===== src/common/sbc_id_pkg.sv =====
// constants for the identification word and serial register access
package sbc_id_pkg;
   localparam int          FRAME_BITS     = 16;
   localparam int          SEL_BITS       = 3;
   localparam int          DATA_BITS      = 12;
   localparam int          CNT_BITS       = 5;
   localparam int          SEL_MSB        = 15;
   localparam int          SEL_LSB        = 13;
   localparam int          WRITE_BIT      = 12;
   localparam int          ID_FLAG_BIT    = 11;
   localparam int          VERSION_MSB    = 10;
   localparam int          VERSION_LSB    = 7;
   localparam int          TYPE_MSB       = 6;
   localparam int          TYPE_LSB       = 0;
   localparam logic [2:0]  SEL_GP0        = 3'h0;
   localparam logic [2:0]  SEL_GP1        = 3'h1;
   localparam logic [2:0]  SEL_WAKE_EN    = 3'h2;
   localparam logic [2:0]  SEL_STATUS     = 3'h7;
   localparam logic [4:0]  CNT_SEL_LAST   = 5'h02;
   localparam logic [4:0]  CNT_DATA_FIRST = 5'h04;
   localparam logic [4:0]  CNT_DATA_LAST  = 5'h0f;
   localparam logic [4:0]  CNT_FULL       = 5'h10;
   localparam logic [4:0]  CNT_SAT        = 5'h1f;
   localparam logic [11:0] GP1_RESET      = 12'h000;
   localparam logic [11:0] WAKE_EN_RESET  = 12'h003;
   // sync reset levels: sck low, chip select high, data low, back supply low
   localparam logic [3:0]  PIN_RESET      = 4'h4;
   typedef enum logic [1:0] {
      ST_IDLE  = 2'b00,
      ST_SHIFT = 2'b01,
      ST_LOCK  = 2'b10
   } spi_state_type;
endpackage : sbc_id_pkg


===== src/pin_sync.sv =====
// two-flop synchroniser for a group of pin inputs
`timescale 1ns/1ps
module pin_sync #(
   parameter int               WIDTH     = 4,
   parameter logic [WIDTH-1:0] RESET_VAL = '0
) (
   input  wire logic             clk_sys_in,
   input  wire logic             arst_n_in,
   input  wire logic [WIDTH-1:0] async_in,
   output logic      [WIDTH-1:0] sync_out
);
   logic [WIDTH-1:0] meta_q;

   if (WIDTH < 1) begin : g_chk
      $error("pin_sync needs at least one bit");
   end

   always_ff @(posedge clk_sys_in or negedge arst_n_in) begin
      if (!arst_n_in) begin
         meta_q   <= RESET_VAL;
         sync_out <= RESET_VAL;
      end else begin
         meta_q   <= async_in;
         sync_out <= meta_q;
      end
   end
endmodule : pin_sync


===== src/sbc_id_regs.sv =====
// serial register slave with identification word, mode lockout and wake suppression
`timescale 1ns/1ps
////////////////////////////////////////////////////////////////////////////////////////////////////
module sbc_id_regs #(
   parameter logic [6:0] DEVICE_TYPE = 7'h2a,   // arbitrary value
   parameter logic [3:0] SILICON_VER = 4'h3     // arbitrary value
) (
   input  wire logic       clk_sys_in,
   input  wire logic       arst_n_in,
   input  wire logic       sck_in,
   input  wire logic       cs_n_in,
   input  wire logic       sdi_in,
   input  wire logic       back_supply_in,
   input  wire logic       forced_normal_in,
   input  wire logic       flash_mode_in,
   input  wire logic       failsafe_mode_in,
   input  wire logic [1:0] suppress_req_in,
   input  wire logic [1:0] wake_event_in,
   output logic            sdo_out,
   output logic            sdo_oe_out,
   output logic            rst_n_out,
   output logic [1:0]      wake_out
);
   import sbc_id_pkg::*;

   localparam logic [11:0] ID_WORD = {1'b0, SILICON_VER, DEVICE_TYPE};

   logic [3:0]     pins_s;
   logic           sck_s;
   logic           cs_n_s;
   logic           sdi_s;
   logic           back_s;
   logic           sck_q;
   spi_state_type  state_q;
   spi_state_type  state_d;
   logic [4:0]     cnt_q;
   logic [15:0]    rx_q;
   logic [2:0]     sel_q;
   logic [11:0]    rd_q;
   logic           sdo_q;
   logic           oe_q;
   logic           rst_n_q;
   logic [11:0]    gp0_q;
   logic [11:0]    gp1_q;
   logic [11:0]    wake_en_q;
   logic [1:0]     supp_q;
   logic [1:0]     wake_q;

   pin_sync #(
      .WIDTH     (4),
      .RESET_VAL (PIN_RESET)
   ) u_sync (
      .clk_sys_in (clk_sys_in),
      .arst_n_in  (arst_n_in),
      .async_in   ({sck_in, cs_n_in, sdi_in, back_supply_in}),
      .sync_out   (pins_s)
   );

   assign sck_s  = pins_s[3];
   assign cs_n_s = pins_s[2];
   assign sdi_s  = pins_s[1];
   assign back_s = pins_s[0];

   ////////////////////////////////////////////////////////////////////////////////////////////////
   // decode

   function automatic logic [11:0] read_mux(input logic [2:0] sel, input logic [11:0] g0,
                                            input logic [11:0] g1, input logic [11:0] en,
                                            input logic [11:0] st);
      logic [11:0] r;
      r = 12'h000;
      case (sel)
         SEL_GP0:     r = g0;
         SEL_GP1:     r = g1;
         SEL_WAKE_EN: r = en;
         SEL_STATUS:  r = st;
         default:     r = 12'h000;
      endcase
      return r;
   endfunction : read_mux

   wire        sck_rise    = sck_s & ~sck_q;
   wire        sck_fall    = ~sck_s & sck_q;
   wire        in_shift    = (state_q == ST_SHIFT);
   wire        frame_start = (state_q == ST_IDLE) & ~cs_n_s & ~forced_normal_in;
   wire        frame_end   = in_shift & cs_n_s & ~forced_normal_in;
   wire [2:0]  sel_now     = {rx_q[1:0], sdi_s};
   wire        sel_done    = in_shift & ~cs_n_s & sck_fall & (cnt_q == CNT_SEL_LAST);
   wire [2:0]  wr_sel      = rx_q[SEL_MSB:SEL_LSB];
   wire [11:0] wr_data     = rx_q[DATA_BITS-1:0];
   // writes only on a clean frame of exactly sixteen bits; lockout aborts a frame
   wire        wr_fire     = frame_end & (cnt_q == CNT_FULL) & rx_q[WRITE_BIT];
   wire [11:0] status_w    = {6'h00, failsafe_mode_in, flash_mode_in, forced_normal_in,
                              back_s, supp_q};
   wire [11:0] rd_now      = read_mux(sel_now, gp0_q, gp1_q, wake_en_q, status_w);
   wire [3:0]  out_idx     = 4'(CNT_DATA_LAST - cnt_q);
   wire        data_phase  = (cnt_q >= CNT_DATA_FIRST) && (cnt_q <= CNT_DATA_LAST);

   always_comb begin
      state_d = state_q;
      case (state_q)
         ST_IDLE:  if (forced_normal_in) state_d = ST_LOCK;
                   else if (!cs_n_s) state_d = ST_SHIFT;
         ST_SHIFT: if (forced_normal_in) state_d = ST_LOCK;
                   else if (cs_n_s) state_d = ST_IDLE;
         ST_LOCK:  if (!forced_normal_in && cs_n_s) state_d = ST_IDLE;
         default:  state_d = ST_IDLE;
      endcase
   end

   ////////////////////////////////////////////////////////////////////////////////////////////////
   // serial shifter

   always_ff @(posedge clk_sys_in or negedge arst_n_in) begin
      if (!arst_n_in) begin
         state_q <= ST_IDLE;
         sck_q   <= 1'b0;
         cnt_q   <= 5'h00;
         rx_q    <= 16'h0000;
         sel_q   <= 3'h0;
         rd_q    <= 12'h000;
         sdo_q   <= 1'b0;
         oe_q    <= 1'b0;
      end else begin
         state_q <= state_d;
         sck_q   <= sck_s;
         oe_q    <= (state_d == ST_SHIFT);
         if (frame_start) begin
            cnt_q <= 5'h00;
            sdo_q <= 1'b0;
         end else if (in_shift && !cs_n_s) begin
            if (sck_fall) begin
               rx_q <= {rx_q[14:0], sdi_s};
               if (cnt_q != CNT_SAT) cnt_q <= cnt_q + 5'h01;
            end
            if (sel_done) begin
               sel_q <= sel_now;
               rd_q  <= rd_now;
            end
            if (sck_rise) sdo_q <= data_phase ? rd_q[out_idx] : 1'b0;
         end
      end
   end

   ////////////////////////////////////////////////////////////////////////////////////////////////
   // registers

   always_ff @(posedge clk_sys_in or negedge arst_n_in) begin
      if (!arst_n_in) begin
         gp0_q     <= ID_WORD;
         gp1_q     <= GP1_RESET;
         wake_en_q <= WAKE_EN_RESET;
      end else if (wr_fire) begin
         if (wr_sel == SEL_GP0) begin
            gp0_q[VERSION_MSB:TYPE_LSB] <= wr_data[VERSION_MSB:TYPE_LSB];
            gp0_q[ID_FLAG_BIT]          <= 1'b1;
         end
         if (wr_sel == SEL_GP1) gp1_q <= wr_data;
         if (wr_sel == SEL_WAKE_EN) wake_en_q <= wr_data;
      end
   end

   always_ff @(posedge clk_sys_in or negedge arst_n_in) begin
      if (!arst_n_in) begin
         supp_q  <= 2'h0;
         wake_q  <= 2'h0;
         rst_n_q <= 1'b0;
      end else begin
         supp_q  <= failsafe_mode_in ? (supp_q | suppress_req_in) : 2'h0;
         wake_q  <= wake_event_in & ~supp_q & wake_en_q[1:0];
         rst_n_q <= ~back_s;
      end
   end

   assign sdo_out    = sdo_q;
   assign sdo_oe_out = oe_q;
   assign rst_n_out  = rst_n_q;
   assign wake_out   = wake_q;
endmodule : sbc_id_regs


===== config.mk =====
export PLATFORM = sky130hd
export DESIGN_NAME = sbc_id_regs
export DESIGN_NICKNAME = d
export VERILOG_FILES = /design/src/common/sbc_id_pkg.sv /design/src/pin_sync.sv /design/src/sbc_id_regs.sv
export SDC_FILE = /design/constraint.sdc
export NUM_CORES = 1
export LEC_CHECK = 0
export ABC_AREA = 1
export BUFFER_PORTS_ARGS = -buffer_cell sky130_fd_sc_hd__clkbuf_2
export CAP_MARGIN = 10
export CORE_MARGIN = 8
export CORE_UTILIZATION = 68
export CTS_BUF_LIST = sky130_fd_sc_hd__clkbuf_4
export CTS_CLUSTER_SIZE = 8
export DETAILED_ROUTE_END_ITERATION = 16
export HOLD_SLACK_MARGIN = 0.15
export PLACE_DENSITY = 0.95
export SYNTH_ARGS = -nofsm -noshare
export SYNTH_HDL_FRONTEND = slang
export SYNTH_SLANG_ARGS = --single-unit

===== constraint.sdc =====
create_clock -name clk_sys_in -period 2.5 [get_ports clk_sys_in]
set_input_delay 0.125 -clock clk_sys_in [delete_from_list [all_inputs] [get_ports clk_sys_in]]
set_output_delay 0.125 -clock clk_sys_in [all_outputs]
set_load 0.02 [all_outputs]

# [Word level (Yosys, flattened, before mapping)]
# Index checks and enable logic that the tools add are counted.
[totals] word_cells=89 output_inout_bits=5 ff_bits=87
[op_classes] n_addsub=2 bitwise_logic=21 eq_ne=11 magnitude_cmp=3 n_mux=18 reduce_logical=19
[ops] op="one-hot mux 12 bit (4 select lines)" count=1
[ops] op="2-to-1 mux 5 bit" count=4
[ops] op="2-to-1 mux 2 bit" count=6
[ops] op="bitwise AND 1 bit" count=11
[ops] op="AND reduction 3 bit" count=3
[ops] op="AND reduction 2 bit" count=4
[ops] op="nonzero test 2 bit" count=4
[ops] op="equality test 3 x 1 -> 1 bit (second input constant)" count=2
[ops] op="equality test 3 x 2 -> 1 bit (second input constant)" count=2
[ops] op="zero test 3 bit" count=2
[ops] op="NOT 1 bit" count=6
[ops] op="one-hot mux 2 bit (3 select lines)" count=1
[ops] op="adder 5 x 1 -> 5 bit (second input constant)" count=1
[ops] op="equality test 5 x 2 -> 1 bit (second input constant)" count=1
[ops] op="equality test 5 bit (second input constant)" count=1
[ops] op=">= comparator 5 x 3 -> 1 bit (second input constant)" count=1
[ops] op="<= comparator 5 x 4 -> 1 bit (second input constant)" count=1
[ops] op="< comparator 4 x 5 -> 1 bit (second input constant)" count=1
[ops] op="2-to-1 mux 1 bit" count=5
[ops] op="!= test 5 bit (second input constant)" count=1
[ops] op="bitwise AND 2 bit" count=2
[ops] op="binary-select mux 1 bit (select 4 bit)" count=1
[ops] op="equality test 2 x 1 -> 1 bit (second input constant)" count=2
[ops] op="subtractor 4 bit (first input constant)" count=1
[ops] op="other kinds (7)" count=10

# [Longest topological paths before layout]
# Gate-level depths: netlist of the first run.
[depth] word_depth=7 mapped_depth=12 mapped_depth_nobuf=12

# [Cells and area by module]
# A second synthesis of the first run with hierarchy kept.
[unflattened] hier_cells=428 area_unflattened_um2=3833.7
[by_module_without_submodules] module="sbc_id_regs" seq_area_each_um2=1985.7 area_each_um2=3631.0 n_inst=1 cells_each=420
[by_module_without_submodules] module="pin_sync" seq_area_each_um2=202.7 area_each_um2=202.7 n_inst=1 cells_each=8

# [Worst setup path after synthesis of the first run]
# No wires, ideal clock.
[synth_path] kind="reg-to-reg" start="register cnt_q[0]" end="register wake_en_q[10]" path_slack_ps=832 t_required_ps=2379 synth_period_minus_slack_ps=1668 setup_ps=121 arrival_time_ps=1547 stages_incl_launch_ff=10 n_path_buf=2 path_cell_list="dfrtp_1 buf_2 clkinv_1 ha_1 inv_1 nor4_2 nand4_2 buf_4 nand2_1 o21ai_1"
[synth_between] elab_chain_cells=4
[synth_rtl] item="start, declared" line="sbc_id_regs.sv:36" text="logic [4:0] cnt_q;"
[synth_rtl] item="start signal, assigned" line="sbc_id_regs.sv:134" text="if (cnt_q != CNT_SAT) cnt_q <= cnt_q + 5'h01;"
[synth_rtl] item="equality test 5 bit" line="sbc_id_regs.sv:92" text="wire wr_fire = frame_end & (cnt_q == CNT_FULL) & rx_q[WRITE_BIT];"
[synth_rtl] item="bitwise AND 1 bit (2 in series)" line="sbc_id_regs.sv:92"
[synth_rtl] item="AND reduction 2 bit (no source line)"
[synth_rtl] item="end signal, assigned" line="sbc_id_regs.sv:159" text="if (wr_sel == SEL_WAKE_EN) wake_en_q <= wr_data;"
[synth_rtl] item="end, declared" line="sbc_id_regs.sv:45" text="logic [11:0] wake_en_q;"
# Every way passes these cells.
# A chain may end at the register's enable or synchronous reset.

# [Worst setup path in the final report of the first run]
[layout_path] start="register cnt_q[0]" end="register wake_en_q[2]"
# Same word-level chain as after synthesis.

==> impl_metrics.tcl, run 1 <==
set metrics [dict create \
    grt_pass1_vias 3150 \
    crit_path_start_kind "flip-flop" \
    hold_class "input pin to flip-flop" \
    fillerInstances 340 \
    grt_setup_unrepaired "false" \
    yosys_register_bits 87 \
    fmax_mhz 434.4 \
    overflow 0 \
    drt_pass1_iterations 5 \
    vias 3136 \
    path_max_fanout 24 \
    drtAntennaViolNets 0 \
    worst_ep_required_time_ns 2.82 \
    grt_pass1_wl_mm 14.66 \
    antenna_found_initial 0 \
    via_per_inst 5.630 \
    ys_seq_area_share_pct 56.08 \
    worstSetupPathType "flip-flop to flip-flop" \
    drive_above_1_share_pct 12.78 \
    status "finished, final reports clean" \
    r2r_slack_ns 0.20 \
    period_share_pct 92.09 \
    worstPathArrival_ns 2.62 \
    clockPowerShare_pct 35.2 \
    core_sq_um 5540 \
    tns_ns 0 \
    post_cts_buffers 0 \
    synthDistinctLibCells 30 \
    clk-insertion-delay-late_ns 0.44 \
    htreeDepth 3 \
    p_sw_share_pct 24.49 \
    avgSynthCellArea_sq_um 8.653 \
    cts_buffers 9 \
    routed_wl_mm 8.718 \
    max_slew.worst_pin.slew_ns 1.041 \
    rows 27 \
    p_total_mw 2.525 \
    fin_cells 557 \
    layout_commonest_cell "nand2_1" \
    p_int_mw 1.907 \
    cts_buffer_depth 2 \
    grt_max_degree 87 \
    nets 498 \
    gr-usage-met3_pct 4.727 \
    slew_headroom_pct 30.59 \
    die_h_um 91.76 \
    portBuffers 17 \
    hpwl_mm 5.186 \
    fin_crit_ns 2.302 \
    wire_per_inst_um 15.65 \
    power_frac_seq_pct 58.0 \
    track_usage_pct 21.81 \
    placedCellCount 528 \
    gp_congestion 0.8642 \
    dp_slack_ns 0.2776 \
    clockRootBuffer "clkbuf_4" \
    power.density_nw_per_um2 590.0 \
    clkSinkCount 87 \
    syn-cell-area_sq_um 3902 \
    hold_viol_final 0 \
    pin_count 18 \
    slew_violations 0 \
    cts_resized 0 \
    netSwitchingPower_mw 0.6185 \
    p_comb_share_pct 6.8 \
    setup_viol 0 \
    fin_ws_ns 0.1978 \
    ctsHoldBuffers 13 \
    met2_usage_pct 36.73 \
    die-area_sq_um 8419 \
    insertedDiodeCount 0 \
    yosysWarnings 0 \
    drc_errors 0 \
    die_w_um 91.76 \
    utilization_pct 77.26 \
    drv_cap 0 \
    grt.busiest_layer "met2" \
    start_util_pct 70.44 \
    peakVddDrop_uv 467.8 \
    area_growth_pct 9.683 \
    use_met1_pct 25.62 \
    skew_ns 0.02225 \
    drt_iter0_drc 267 \
    syn_nets 469 \
    cts_tree "built" \
    netlist_instances 451 \
    clk_pin_slew_ns 0.13 \
    mostFrequentLayoutCells "106 x nand2_1, 87 x inv_1, 78 x dfrtp_1, 36 x o21ai_0, 32 x o21ai_1" \
    power.leakage_nw 2.075 \
    endpoint_kind "flip-flop" \
]
kinds of logic (layout without fill, tap and decap cells):
kind of cell	after synthesis	after routing	share of synthesized area, %
buffers and inverters	104	138	11.45
AO/OA/AOI/OAI	95	95	12.95
flip-flops	87	87	56.08
AND/OR/NAND/NOR	160	160	17.92
adder cells (fa/ha/maj)	5	5	1.603
metal layers:
layer | wire (um) | share of wire, % | up-vias
met3 | 594 | 6.8 | 32
met1 | 3556 | 41 | 1482
li1 | - | - | 1461
met5 | 0 | 0 | -
met2 | 4301 | 49 | 161
met4 | 265 | 3.0 | 0
path summary, 6_finish.rpt:
| check | depth (start not counted) | end | from |
|---|---|---|---|
| worst min register to register | 0 | u_sync.sync_out[3]$_DFF_PN0_ | u_sync.meta_q[3]$_DFF_PN0_ |
| worst min-delay path | 5 | rd_q[5]$_DFFE_PN0P_ | failsafe_mode_in |
| max in group asynchronous | 3 | u_sync.meta_q[2]$_DFF_PN1_ | arst_n_in |
| worst max register to register | 7 | wake_en_q[2]$_DFFE_PN0P_ | cnt_q[0]$_DFFE_PN0P_ |
| min in group asynchronous | 2 | rx_q[14]$_DFFE_PN0P_ | arst_n_in |
| worst max-delay path | 7 | wake_en_q[2]$_DFFE_PN0P_ | cnt_q[0]$_DFFE_PN0P_ |
metrics by stage:
stage / hold WS [ns] / cell area [sq um]
finish: 0.2109 / 4280
global route: 0.2651 / 4280
CTS: 0.1747 / 4280
detailed placement: 0.2217 / 3990
global placement: 0.2140 / 3990
floorplan: -0.1706 / 3902
flip-flops by register name (all words and copies together) (netlist names):
register,cells
supp_q,2
sck_q,1
rx_q,16
gp1_q,12
wake_en_q,12
u_sync.sync_out,4
sdo_oe_out,1
cnt_q,5
sdo_out,1
wake_out,2
rst_n_out,1
u_sync.meta_q,4
state_q,2
rd_q,12
gp0_q,12
worst max-delay path: stages, from the launching register on:
cell and delay, ns:
dfrtp_1 0.51, clkinv_1 0.21, ha_1 0.18, inv_1 0.06, nor4_2 0.24, nand4_2 0.58, nand2_1 0.32, o21ai_2 0.09
power by group through the flow:
stage | Clock [mW] | Combinational (mW) | Sequential (mW)
floorplan | 0 | 0.0847 | 1.48
global placement | 0 | 0.144 | 1.49
detailed placement | 0 | 0.147 | 1.49
CTS | 0.890 | 0.166 | 1.46
global route | 0.961 | 0.189 | 1.47
finish | 0.890 | 0.171 | 1.46
layout make-up:
| class | count | area [sq um] | share of cell area [%] |
|---|---|---|---|
| clock buffer | 10 | 75.07 | 1.754 |
| clock inverter | 6 | 85.08 | 1.988 |
| inverter | 89 | 334.1 | 7.805 |
| multi-input combinational | 260 | 1267 | 29.61 |
| sequential | 87 | 2188 | 51.13 |
| tap | 72 | 90.09 | 2.105 |
| timing repair buffer | 33 | 240.2 | 5.612 |
synth_stat cells:
| library cell | n | share of area, % |
|---|---|---|
| nand2_1 | 106 | 10 |
| a21oi_1 | 10 | 1.3 |
| nand3_2 | 3 | 0.77 |
| nor4_2 | 1 | 0.32 |
| o21ai_1 | 32 | 4.1 |
| buf_2 | 6 | 0.77 |
| nor2_1 | 22 | 2.1 |
| inv_1 | 87 | 8.4 |
| clkbuf_1 | 2 | 0.19 |
| buf_4 | 1 | 0.19 |
| nor2_2 | 1 | 0.16 |
| or2_2 | 1 | 0.16 |
| buf_6 | 6 | 1.7 |
| nand3_1 | 13 | 1.7 |
| nand2_2 | 2 | 0.32 |
| a211oi_1 | 1 | 0.19 |
| a31oi_1 | 1 | 0.16 |
| nor3_1 | 5 | 0.64 |
| dfstp_2 | 9 | 6.1 |
| ha_1 | 5 | 1.6 |
| nor4_1 | 1 | 0.16 |
| o22ai_1 | 12 | 1.9 |
| inv_2 | 1 | 0.096 |
| nor2_4 | 2 | 0.58 |
| o21ai_0 | 36 | 4.6 |
| nand4_2 | 1 | 0.32 |
| nor3_2 | 2 | 0.51 |
| dfrtp_1 | 78 | 50 |
| clkinv_1 | 1 | 0.096 |
| o21ai_2 | 3 | 0.67 |
(Power assumes the default switching activity.)
==> inputs of run 2 (changes only) <==
--- a/config.mk
+++ b/config.mk
@@ -8,6 +8,7 @@
 export ABC_AREA = 1
 export BUFFER_PORTS_ARGS = -buffer_cell sky130_fd_sc_hd__clkbuf_2
 export CAP_MARGIN = 10
+export CORE_ASPECT_RATIO = 0.7
 export CORE_MARGIN = 8
 export CORE_UTILIZATION = 68
 export CTS_BUF_LIST = sky130_fd_sc_hd__clkbuf_4
@@ -17,4 +18,5 @@
 export PLACE_DENSITY = 0.95
 export SYNTH_ARGS = -nofsm -noshare
 export SYNTH_HDL_FRONTEND = slang
+export SYNTH_HIERARCHICAL = 1
 export SYNTH_SLANG_ARGS = --single-unit
==> impl_metrics.tcl, run 2 <==
set metrics [dict create \
    yosysTopAreaCell "dfrtp_1" \
    period_share_pct 80.81 \
    fmax_mhz 495.0 \
    via_per_inst 5.645 \
    tns_ns 0 \
    syn-cell-area_sq_um 3834 \
    htreeDepth 3 \
    gp_congestion 0.9568 \
    path_max_fanout 23 \
    portBuffers 17 \
    ys_seq_area_share_pct 57.08 \
    stdcell_area_sq_um 4189 \
    largest_reg_flops 16 \
    hpwl_mm 5.303 \
    grt_pass1_vias 2995 \
    wire_per_inst_um 14.87 \
    hold_viol_final 0 \
    worst_ep_required_time_ns 2.87 \
    slew_violations 0 \
    endpoint_kind "flip-flop" \
    worstSetupPathType "flip-flop to flip-flop" \
    clk-insertion-delay-late_ns 0.44 \
    vias 3020 \
    synth.most_common_cell "nand2_1" \
    status "finished, final reports clean" \
    grt_pass1_wl_mm 14.07 \
    drc_errors 0 \
    synth_ff_type "dfrtp_1" \
    synthDistinctLibCells 27 \
    pin_count 18 \
    rows 23 \
    slew_headroom_pct 30.92 \
    skew_ns 0.01187 \
    power.density_nw_per_um2 567.2 \
    grt_max_degree 87 \
    max_slew.worst_pin.slew_ns 1.036 \
    core_sq_um 5583 \
    die_w_um 105.7 \
    cts_buffer_depth 2 \
    track_usage_pct 20.90 \
    worstPathArrival_ns 2.39 \
    cts_buffers 9 \
    cts_tree "built" \
    start_util_pct 68.67 \
    post_cts_buffers 0 \
    largest_register "rx_q" \
    mostFrequentLayoutCells "125 x nand2_1, 78 x dfrtp_1, 41 x nand3_1, 38 x inv_1, 33 x o21ai_0" \
    drt_pass1_iterations 6 \
    power.leakage_nw 1.986 \
    synth_top_area_share_pct 50.91 \
    clockRootBuffer "clkbuf_4" \
    overflow 0 \
    fin_crit_ns 2.020 \
    layout_commonest_cell "nand2_1" \
    setup_viol 0 \
    syn_nets 446 \
    crit_path_start_kind "flip-flop" \
    route.met3.wl_um 637 \
    die_h_um 78.82 \
    routed_wl_mm 7.957 \
    synth-edff-count 0 \
    nets 473 \
    routed.top_layer "met4" \
    dr_wl_met2_mm 3.617 \
    cts_resized 0 \
    avgSynthCellArea_sq_um 8.957 \
    drt_iter0_drc 272 \
    placed_cell_area_sq_um 3920 \
    hold_class "input pin to flip-flop" \
    met1Wirelength_mm 3.589 \
    ys_async_sr_fraction_pct 100.0 \
    clk_pin_slew_ns 0.13 \
    synth_common_cells "125 x nand2_1, 78 x dfrtp_1, 41 x nand3_1" \
    synth_area_leaders "dfrtp_1 51%, nand2_1 12%, dfstp_2 6.2%, nand3_1 5.4%, o21ai_0 4.3%" \
    yosys_register_bits 87 \
    drv_cap 0 \
    antenna_found_initial 0 \
    yosysWarnings 6 \
    peakVddDrop_uv 445.8 \
    netlist_instances 428 \
    insertedDiodeCount 0 \
    die-area_sq_um 8335 \
    clkSinkCount 87 \
    grt_setup_unrepaired "false" \
    area_growth_pct 9.269 \
    drive_above_1_share_pct 15.22 \
    drtAntennaViolNets 0 \
]
-- run 2: cell count changes after synthesis, sizes merged, moves of 2 or more --
cell / change
clkbuf: +4
o22ai: -12
nand3: +27
inv: -48
nand2: +20
o21ai: -2
nor4: -2
a21oi: -5
nor2: -5
-- run 2: cell type report --
class	instances	area (sq um)
Multi-Input combinational cell	282	1366
Inverter	41	153.9
Tap cell	75	93.84
Fill cell	404	1394
Sequential cell	87	2188
Timing Repair Buffer	34	247.7
Clock buffer	9	67.56
Clock inverter	7	71.32
-- run 2: power by group --
part / internal [mW] / switching, mW / leakage [nW] / total [mW]
Combinational: 0.0466 / 0.0921 / 0.778 / 0.139
Clock: 0.307 / 0.478 / 0.0720 / 0.785
Sequential: 1.43 / 0.0235 / 1.14 / 1.45
Total: 1.78 / 0.593 / 1.99 / 2.38
-- run 2: cells by family after synthesis --
family,synth area share [%]
simple gates,22.55
flops,57.08
compound gates,11.46
buf+inv,7.278
fa+ha+maj,1.632
-- run 2: per-stage QoR --
stage / total power, mW / hold WS, ns / setup slack [ns] / cells / util, %
floorplan: 1.536 / -0.1706 / 0.9172 / 428 / -
global placement: 1.593 / 0.2146 / 0.6557 / 506 / 70.22
detailed placement: 1.599 / 0.2215 / 0.5323 / 506 / 70.22
CTS: 2.398 / 0.2884 / 0.4859 / 535 / 75.03
global route: 2.481 / 0.2900 / 0.2810 / 535 / 75.03
finish: 2.376 / 0.3058 / 0.4797 / 535 / 75.03
-- run 2: worst paths after layout --
path / from / cells after the start / slack, ns / to
min reg2reg: u_sync/meta_q[0]$_DFF_PN0_ / 0 / 0.37 / u_sync/sync_out[0]$_DFF_PN0_
max reg2reg: cnt_q[0]$_DFFE_PN0P_ / 7 / 0.48 / gp0_q[4]$_DFFE_PN0P_
max: cnt_q[0]$_DFFE_PN0P_ / 7 / 0.48 / gp0_q[4]$_DFFE_PN0P_
min in group asynchronous: arst_n_in / 2 / 0.39 / u_sync/meta_q[1]$_DFF_PN0_
max in group asynchronous: arst_n_in / 3 / 1.40 / gp0_q[5]$_DFFE_PN1P_
min: cs_n_in / 2 / 0.31 / u_sync/meta_q[2]$_DFF_PN1_
-- run 2: routing by layer --
layer | track usage, % | up-vias
li1 | - | 1428
met4 | 6.993 | 0
met5 | 0 | -
met2 | 32.32 | 129
met1 | 27.78 | 1440
met3 | 6.225 | 23
-- run 2: worst max-delay path, stage by stage, from the launching register on --
cell      delay (ns)
dfrtp_1         0.57
clkinv_1        0.32
ha_1            0.30
nand3_2         0.09
nor3_4          0.05
nand2_2         0.38
nand2_1         0.15
o21ai_2         0.09
-- run 2: repair_timing --
item,in CTS,in global routing
hold endpoints to repair,91,0
setup endpoints to repair,0,0
hold buffers,13,0
==> inputs of run 3 (changes only) <==
--- a/config.mk
+++ b/config.mk
@@ -5,17 +5,17 @@
 export SDC_FILE = /design/constraint.sdc
 export NUM_CORES = 1
 export LEC_CHECK = 0
-export ABC_AREA = 1
+export ABC_AREA = 0
 export BUFFER_PORTS_ARGS = -buffer_cell sky130_fd_sc_hd__clkbuf_2
 export CAP_MARGIN = 10
 export CORE_ASPECT_RATIO = 0.7
 export CORE_MARGIN = 8
-export CORE_UTILIZATION = 68
+export CORE_UTILIZATION = 57
 export CTS_BUF_LIST = sky130_fd_sc_hd__clkbuf_4
 export CTS_CLUSTER_SIZE = 8
 export DETAILED_ROUTE_END_ITERATION = 16
 export HOLD_SLACK_MARGIN = 0.15
-export PLACE_DENSITY = 0.95
+export PLACE_DENSITY = 0.9
 export SYNTH_ARGS = -nofsm -noshare
 export SYNTH_HDL_FRONTEND = slang
 export SYNTH_HIERARCHICAL = 1
==> constraint.sdc (replaced) <==
create_clock -name clk_sys_in -period 1.8 [get_ports clk_sys_in]
set_input_delay 0.09 -clock clk_sys_in [delete_from_list [all_inputs] [get_ports clk_sys_in]]
set_output_delay 0.09 -clock clk_sys_in [all_outputs]
set_load 0.02 [all_outputs]
==> impl_metrics.tcl, run 3 <==
set metrics [dict create \
    grt_setup_unrepaired "true" \
    setup_viol 51 \
    routed_wl_mm 9.812 \
    status "finished, violations left" \
    p_int_mw 2.438 \
    track_usage_pct 19.87 \
    power_frac_seq_pct 60.0 \
    endpoint_kind "flip-flop" \
    overflow 0 \
    p_comb_share_pct 7.9 \
    hold_viol_final 0 \
    hold_class "input pin to flip-flop" \
    synthDistinctLibCells 44 \
    worstPathArrival_ns 2.41 \
    insertedDiodeCount 0 \
    die_w_um 112.8 \
    slew_violations 0 \
    wire_per_inst_um 23.09 \
    synth_top_area_share_pct 52.16 \
    peakVddDrop_uv 715.4 \
    power.leakage_nw 2.248 \
    drt_iter0_drc 165 \
    largest_reg_flops 16 \
    fin_ws_ns -0.2483 \
    p_sw_share_pct 27.54 \
    grt_pass1_vias 2685 \
    gp_congestion 0.8586 \
    core_sq_um 6276 \
    clk_pin_slew_ns 0.16 \
    violations "negative setup slack" \
    antenna_found_initial 0 \
    crit_path_start_kind "flip-flop" \
    netlist_instances 280 \
    drtAntennaViolNets 0 \
    netSwitchingPower_mw 0.9265 \
    vias 2534 \
    yosys_register_bits 87 \
    yosysTopAreaCell "dfrtp_1" \
    period_share_pct 113.8 \
    syn_nets 298 \
    slew_headroom_pct 57.68 \
    yosysWarnings 6 \
    holdWs_ns 0.2405 \
    largest_register "rx_q" \
    tns_ns -8.428 \
    mostFrequentLayoutCells "77 x dfrtp_1, 40 x mux2_2, 23 x buf_4, 16 x clkbuf_2" \
    ys_async_sr_fraction_pct 100.0 \
    synth_ff_type "dfrtp_1" \
    fin_crit_ns 2.048 \
    drc_errors 0 \
    synth_common_cells "78 x dfrtp_1, 51 x mux2_2, 16 x nand2_1" \
    clockRootBuffer "clkbuf_4" \
    worst_ep_required_time_ns 2.16 \
    power.density_nw_per_um2 694.7 \
    clkSinkCount 87 \
    max_slew.worst_pin.slew_ns 0.6348 \
    portBuffers 17 \
    avgSynthCellArea_sq_um 13.37 \
    cts_tree "built" \
    drt_pass1_iterations 4 \
    synth-edff-count 0 \
    hpwl_mm 5.208 \
    via_per_inst 5.962 \
    skew_ns 0.03265 \
    clockPowerShare_pct 32.1 \
    drv_cap 0 \
    layout_commonest_cell "dfrtp_1" \
    drive_above_1_share_pct 50.14 \
    synth.most_common_cell "dfrtp_1" \
    ys_seq_area_share_pct 58.48 \
    fmax_mhz 488.2 \
    cts_buffer_depth 2 \
    utilization_pct 77.17 \
    cts_buffers 9 \
    p_total_mw 3.365 \
    synth_area_leaders "dfrtp_1 52%, mux2_2 15%, dfstp_2 6.3%, mux2i_1 4.0%, a2bb2oi_1 2.8%" \
    area_growth_pct 29.42 \
    syn-cell-area_sq_um 3742 \
    htreeDepth 3 \
    ff_latch_area_sq_um 2190 \
    die_h_um 83.79 \
    pin_count 18 \
    start_util_pct 59.63 \
    clk-insertion-delay-late_ns 0.49 \
    grt_max_degree 48 \
    nets 360 \
    rows 24 \
    die-area_sq_um 9455 \
    multi_input_area_sq_um 1769 \
    worstSetupPathType "flip-flop to flip-flop" \
    path_max_fanout 6 \
    fillerInstances 349 \
    grt_pass1_wl_mm 14.31 \
]
==> run 3: cell count changes in the layout (fill, tap and decap cells not counted), sizes merged, moves of 6 or more <==
cell     change
a2bb2oi     +12
nand2      -112
mux2i       +15
nor2         -7
nand3       -42
buf         +32
inv         -35
mux2        +51
o31ai        +6
o21ai       -62
==> run 3: final timing paths <==
| kind | from | to | slack (ns) | cells past startpoint |
|---|---|---|---|---|
| min in group asynchronous | arst_n_in | cnt_q[4]$_DFFE_PN0P_ | 0.66 | 3 |
| hold / removal | back_supply_in | u_sync/meta_q[0]$_DFF_PN0_ | 0.24 | 2 |
| setup / recovery | cnt_q[0]$_DFFE_PN0P_ | rd_q[10]$_DFFE_PN0P_ | -0.25 | 7 |
| setup reg to reg | cnt_q[0]$_DFFE_PN0P_ | rd_q[10]$_DFFE_PN0P_ | -0.25 | 7 |
| max in group asynchronous | arst_n_in | gp0_q[3]$_DFFE_PN1P_ | 0.47 | 4 |
| hold reg to reg | u_sync/meta_q[1]$_DFF_PN0_ | u_sync/sync_out[1]$_DFF_PN0_ | 0.37 | 0 |
==> run 3: layout make-up <==
type,count,share of cell area (%)
flip-flops and latches,87,45.21
multi-input cells,170,36.53
repair buffers,69,13.12
well taps,78,2.015
clock buffers,10,1.550
clock inverters,6,1.137
inverters,5,0.4392
==> run 3: per-layer routing <==
metal | track usage [%] | share of wire [%]
met5 | 0 | 0
met4 | 4.878 | 1.7
met3 | 8.020 | 5.1
met2 | 32.94 | 52
met1 | 23.55 | 41
==> run 3: critical path, cell delays in order, from the launching register on <==
cell and delay, ns:
dfrtp_1 0.45, inv_4 0.09, ha_4 0.13, or4b_4 0.45
or3_4 0.43, buf_16 0.18, nand2_1 0.12, o31ai_4 0.08
==> run 3: timing repair <==
| action | 4_1_cts | 5_1_grt |
|---|---|---|
| gates cloned | 1 | 1 |
| hold buffers | 15 | 0 |
| hold endpoints to repair | 98 | 0 |
| pin swaps | 2 | 14 |
| setup endpoints to repair | 53 | 69 |
| buffers inserted | 5 | 6 |
| gates resized for setup | 25 | 44 |
==> run 3: power groups by stage <==
stage / Sequential (mW) / Clock, mW / Combinational (mW)
final: 2.02 / 1.08 / 0.266
after global routing: 2.02 / 1.18 / 0.284
after CTS: 2.01 / 1.08 / 0.228
after detailed placement: 2.05 / 0 / 0.189
after global placement: 2.05 / 0 / 0.182
after floorplan: 2.04 / 0 / 0.0885
==> run 3: per-stage QoR <==
stage / setup WS (ns) / std cells / area, sq um
floorplan: -0.1886 / 280 / 3836
global placement: -0.1692 / 381 / 4099
detailed placement: -0.2848 / 381 / 4099
CTS: -0.1707 / 418 / 4556
global route: -0.2890 / 425 / 4843
finish: -0.2483 / 425 / 4843
==> run 3: cells by family after synthesis <==
logic type	Yosys count	share of synthesized area [%]
AOI/OAI and AO/OA	39	7.455
xor gates and xnor gates	3	0.7022
adders and majority gates	5	1.672
buffers and inverters	23	3.210
DFF	87	58.48
muxes	68	20.56
and+or+nand+nor	55	7.924
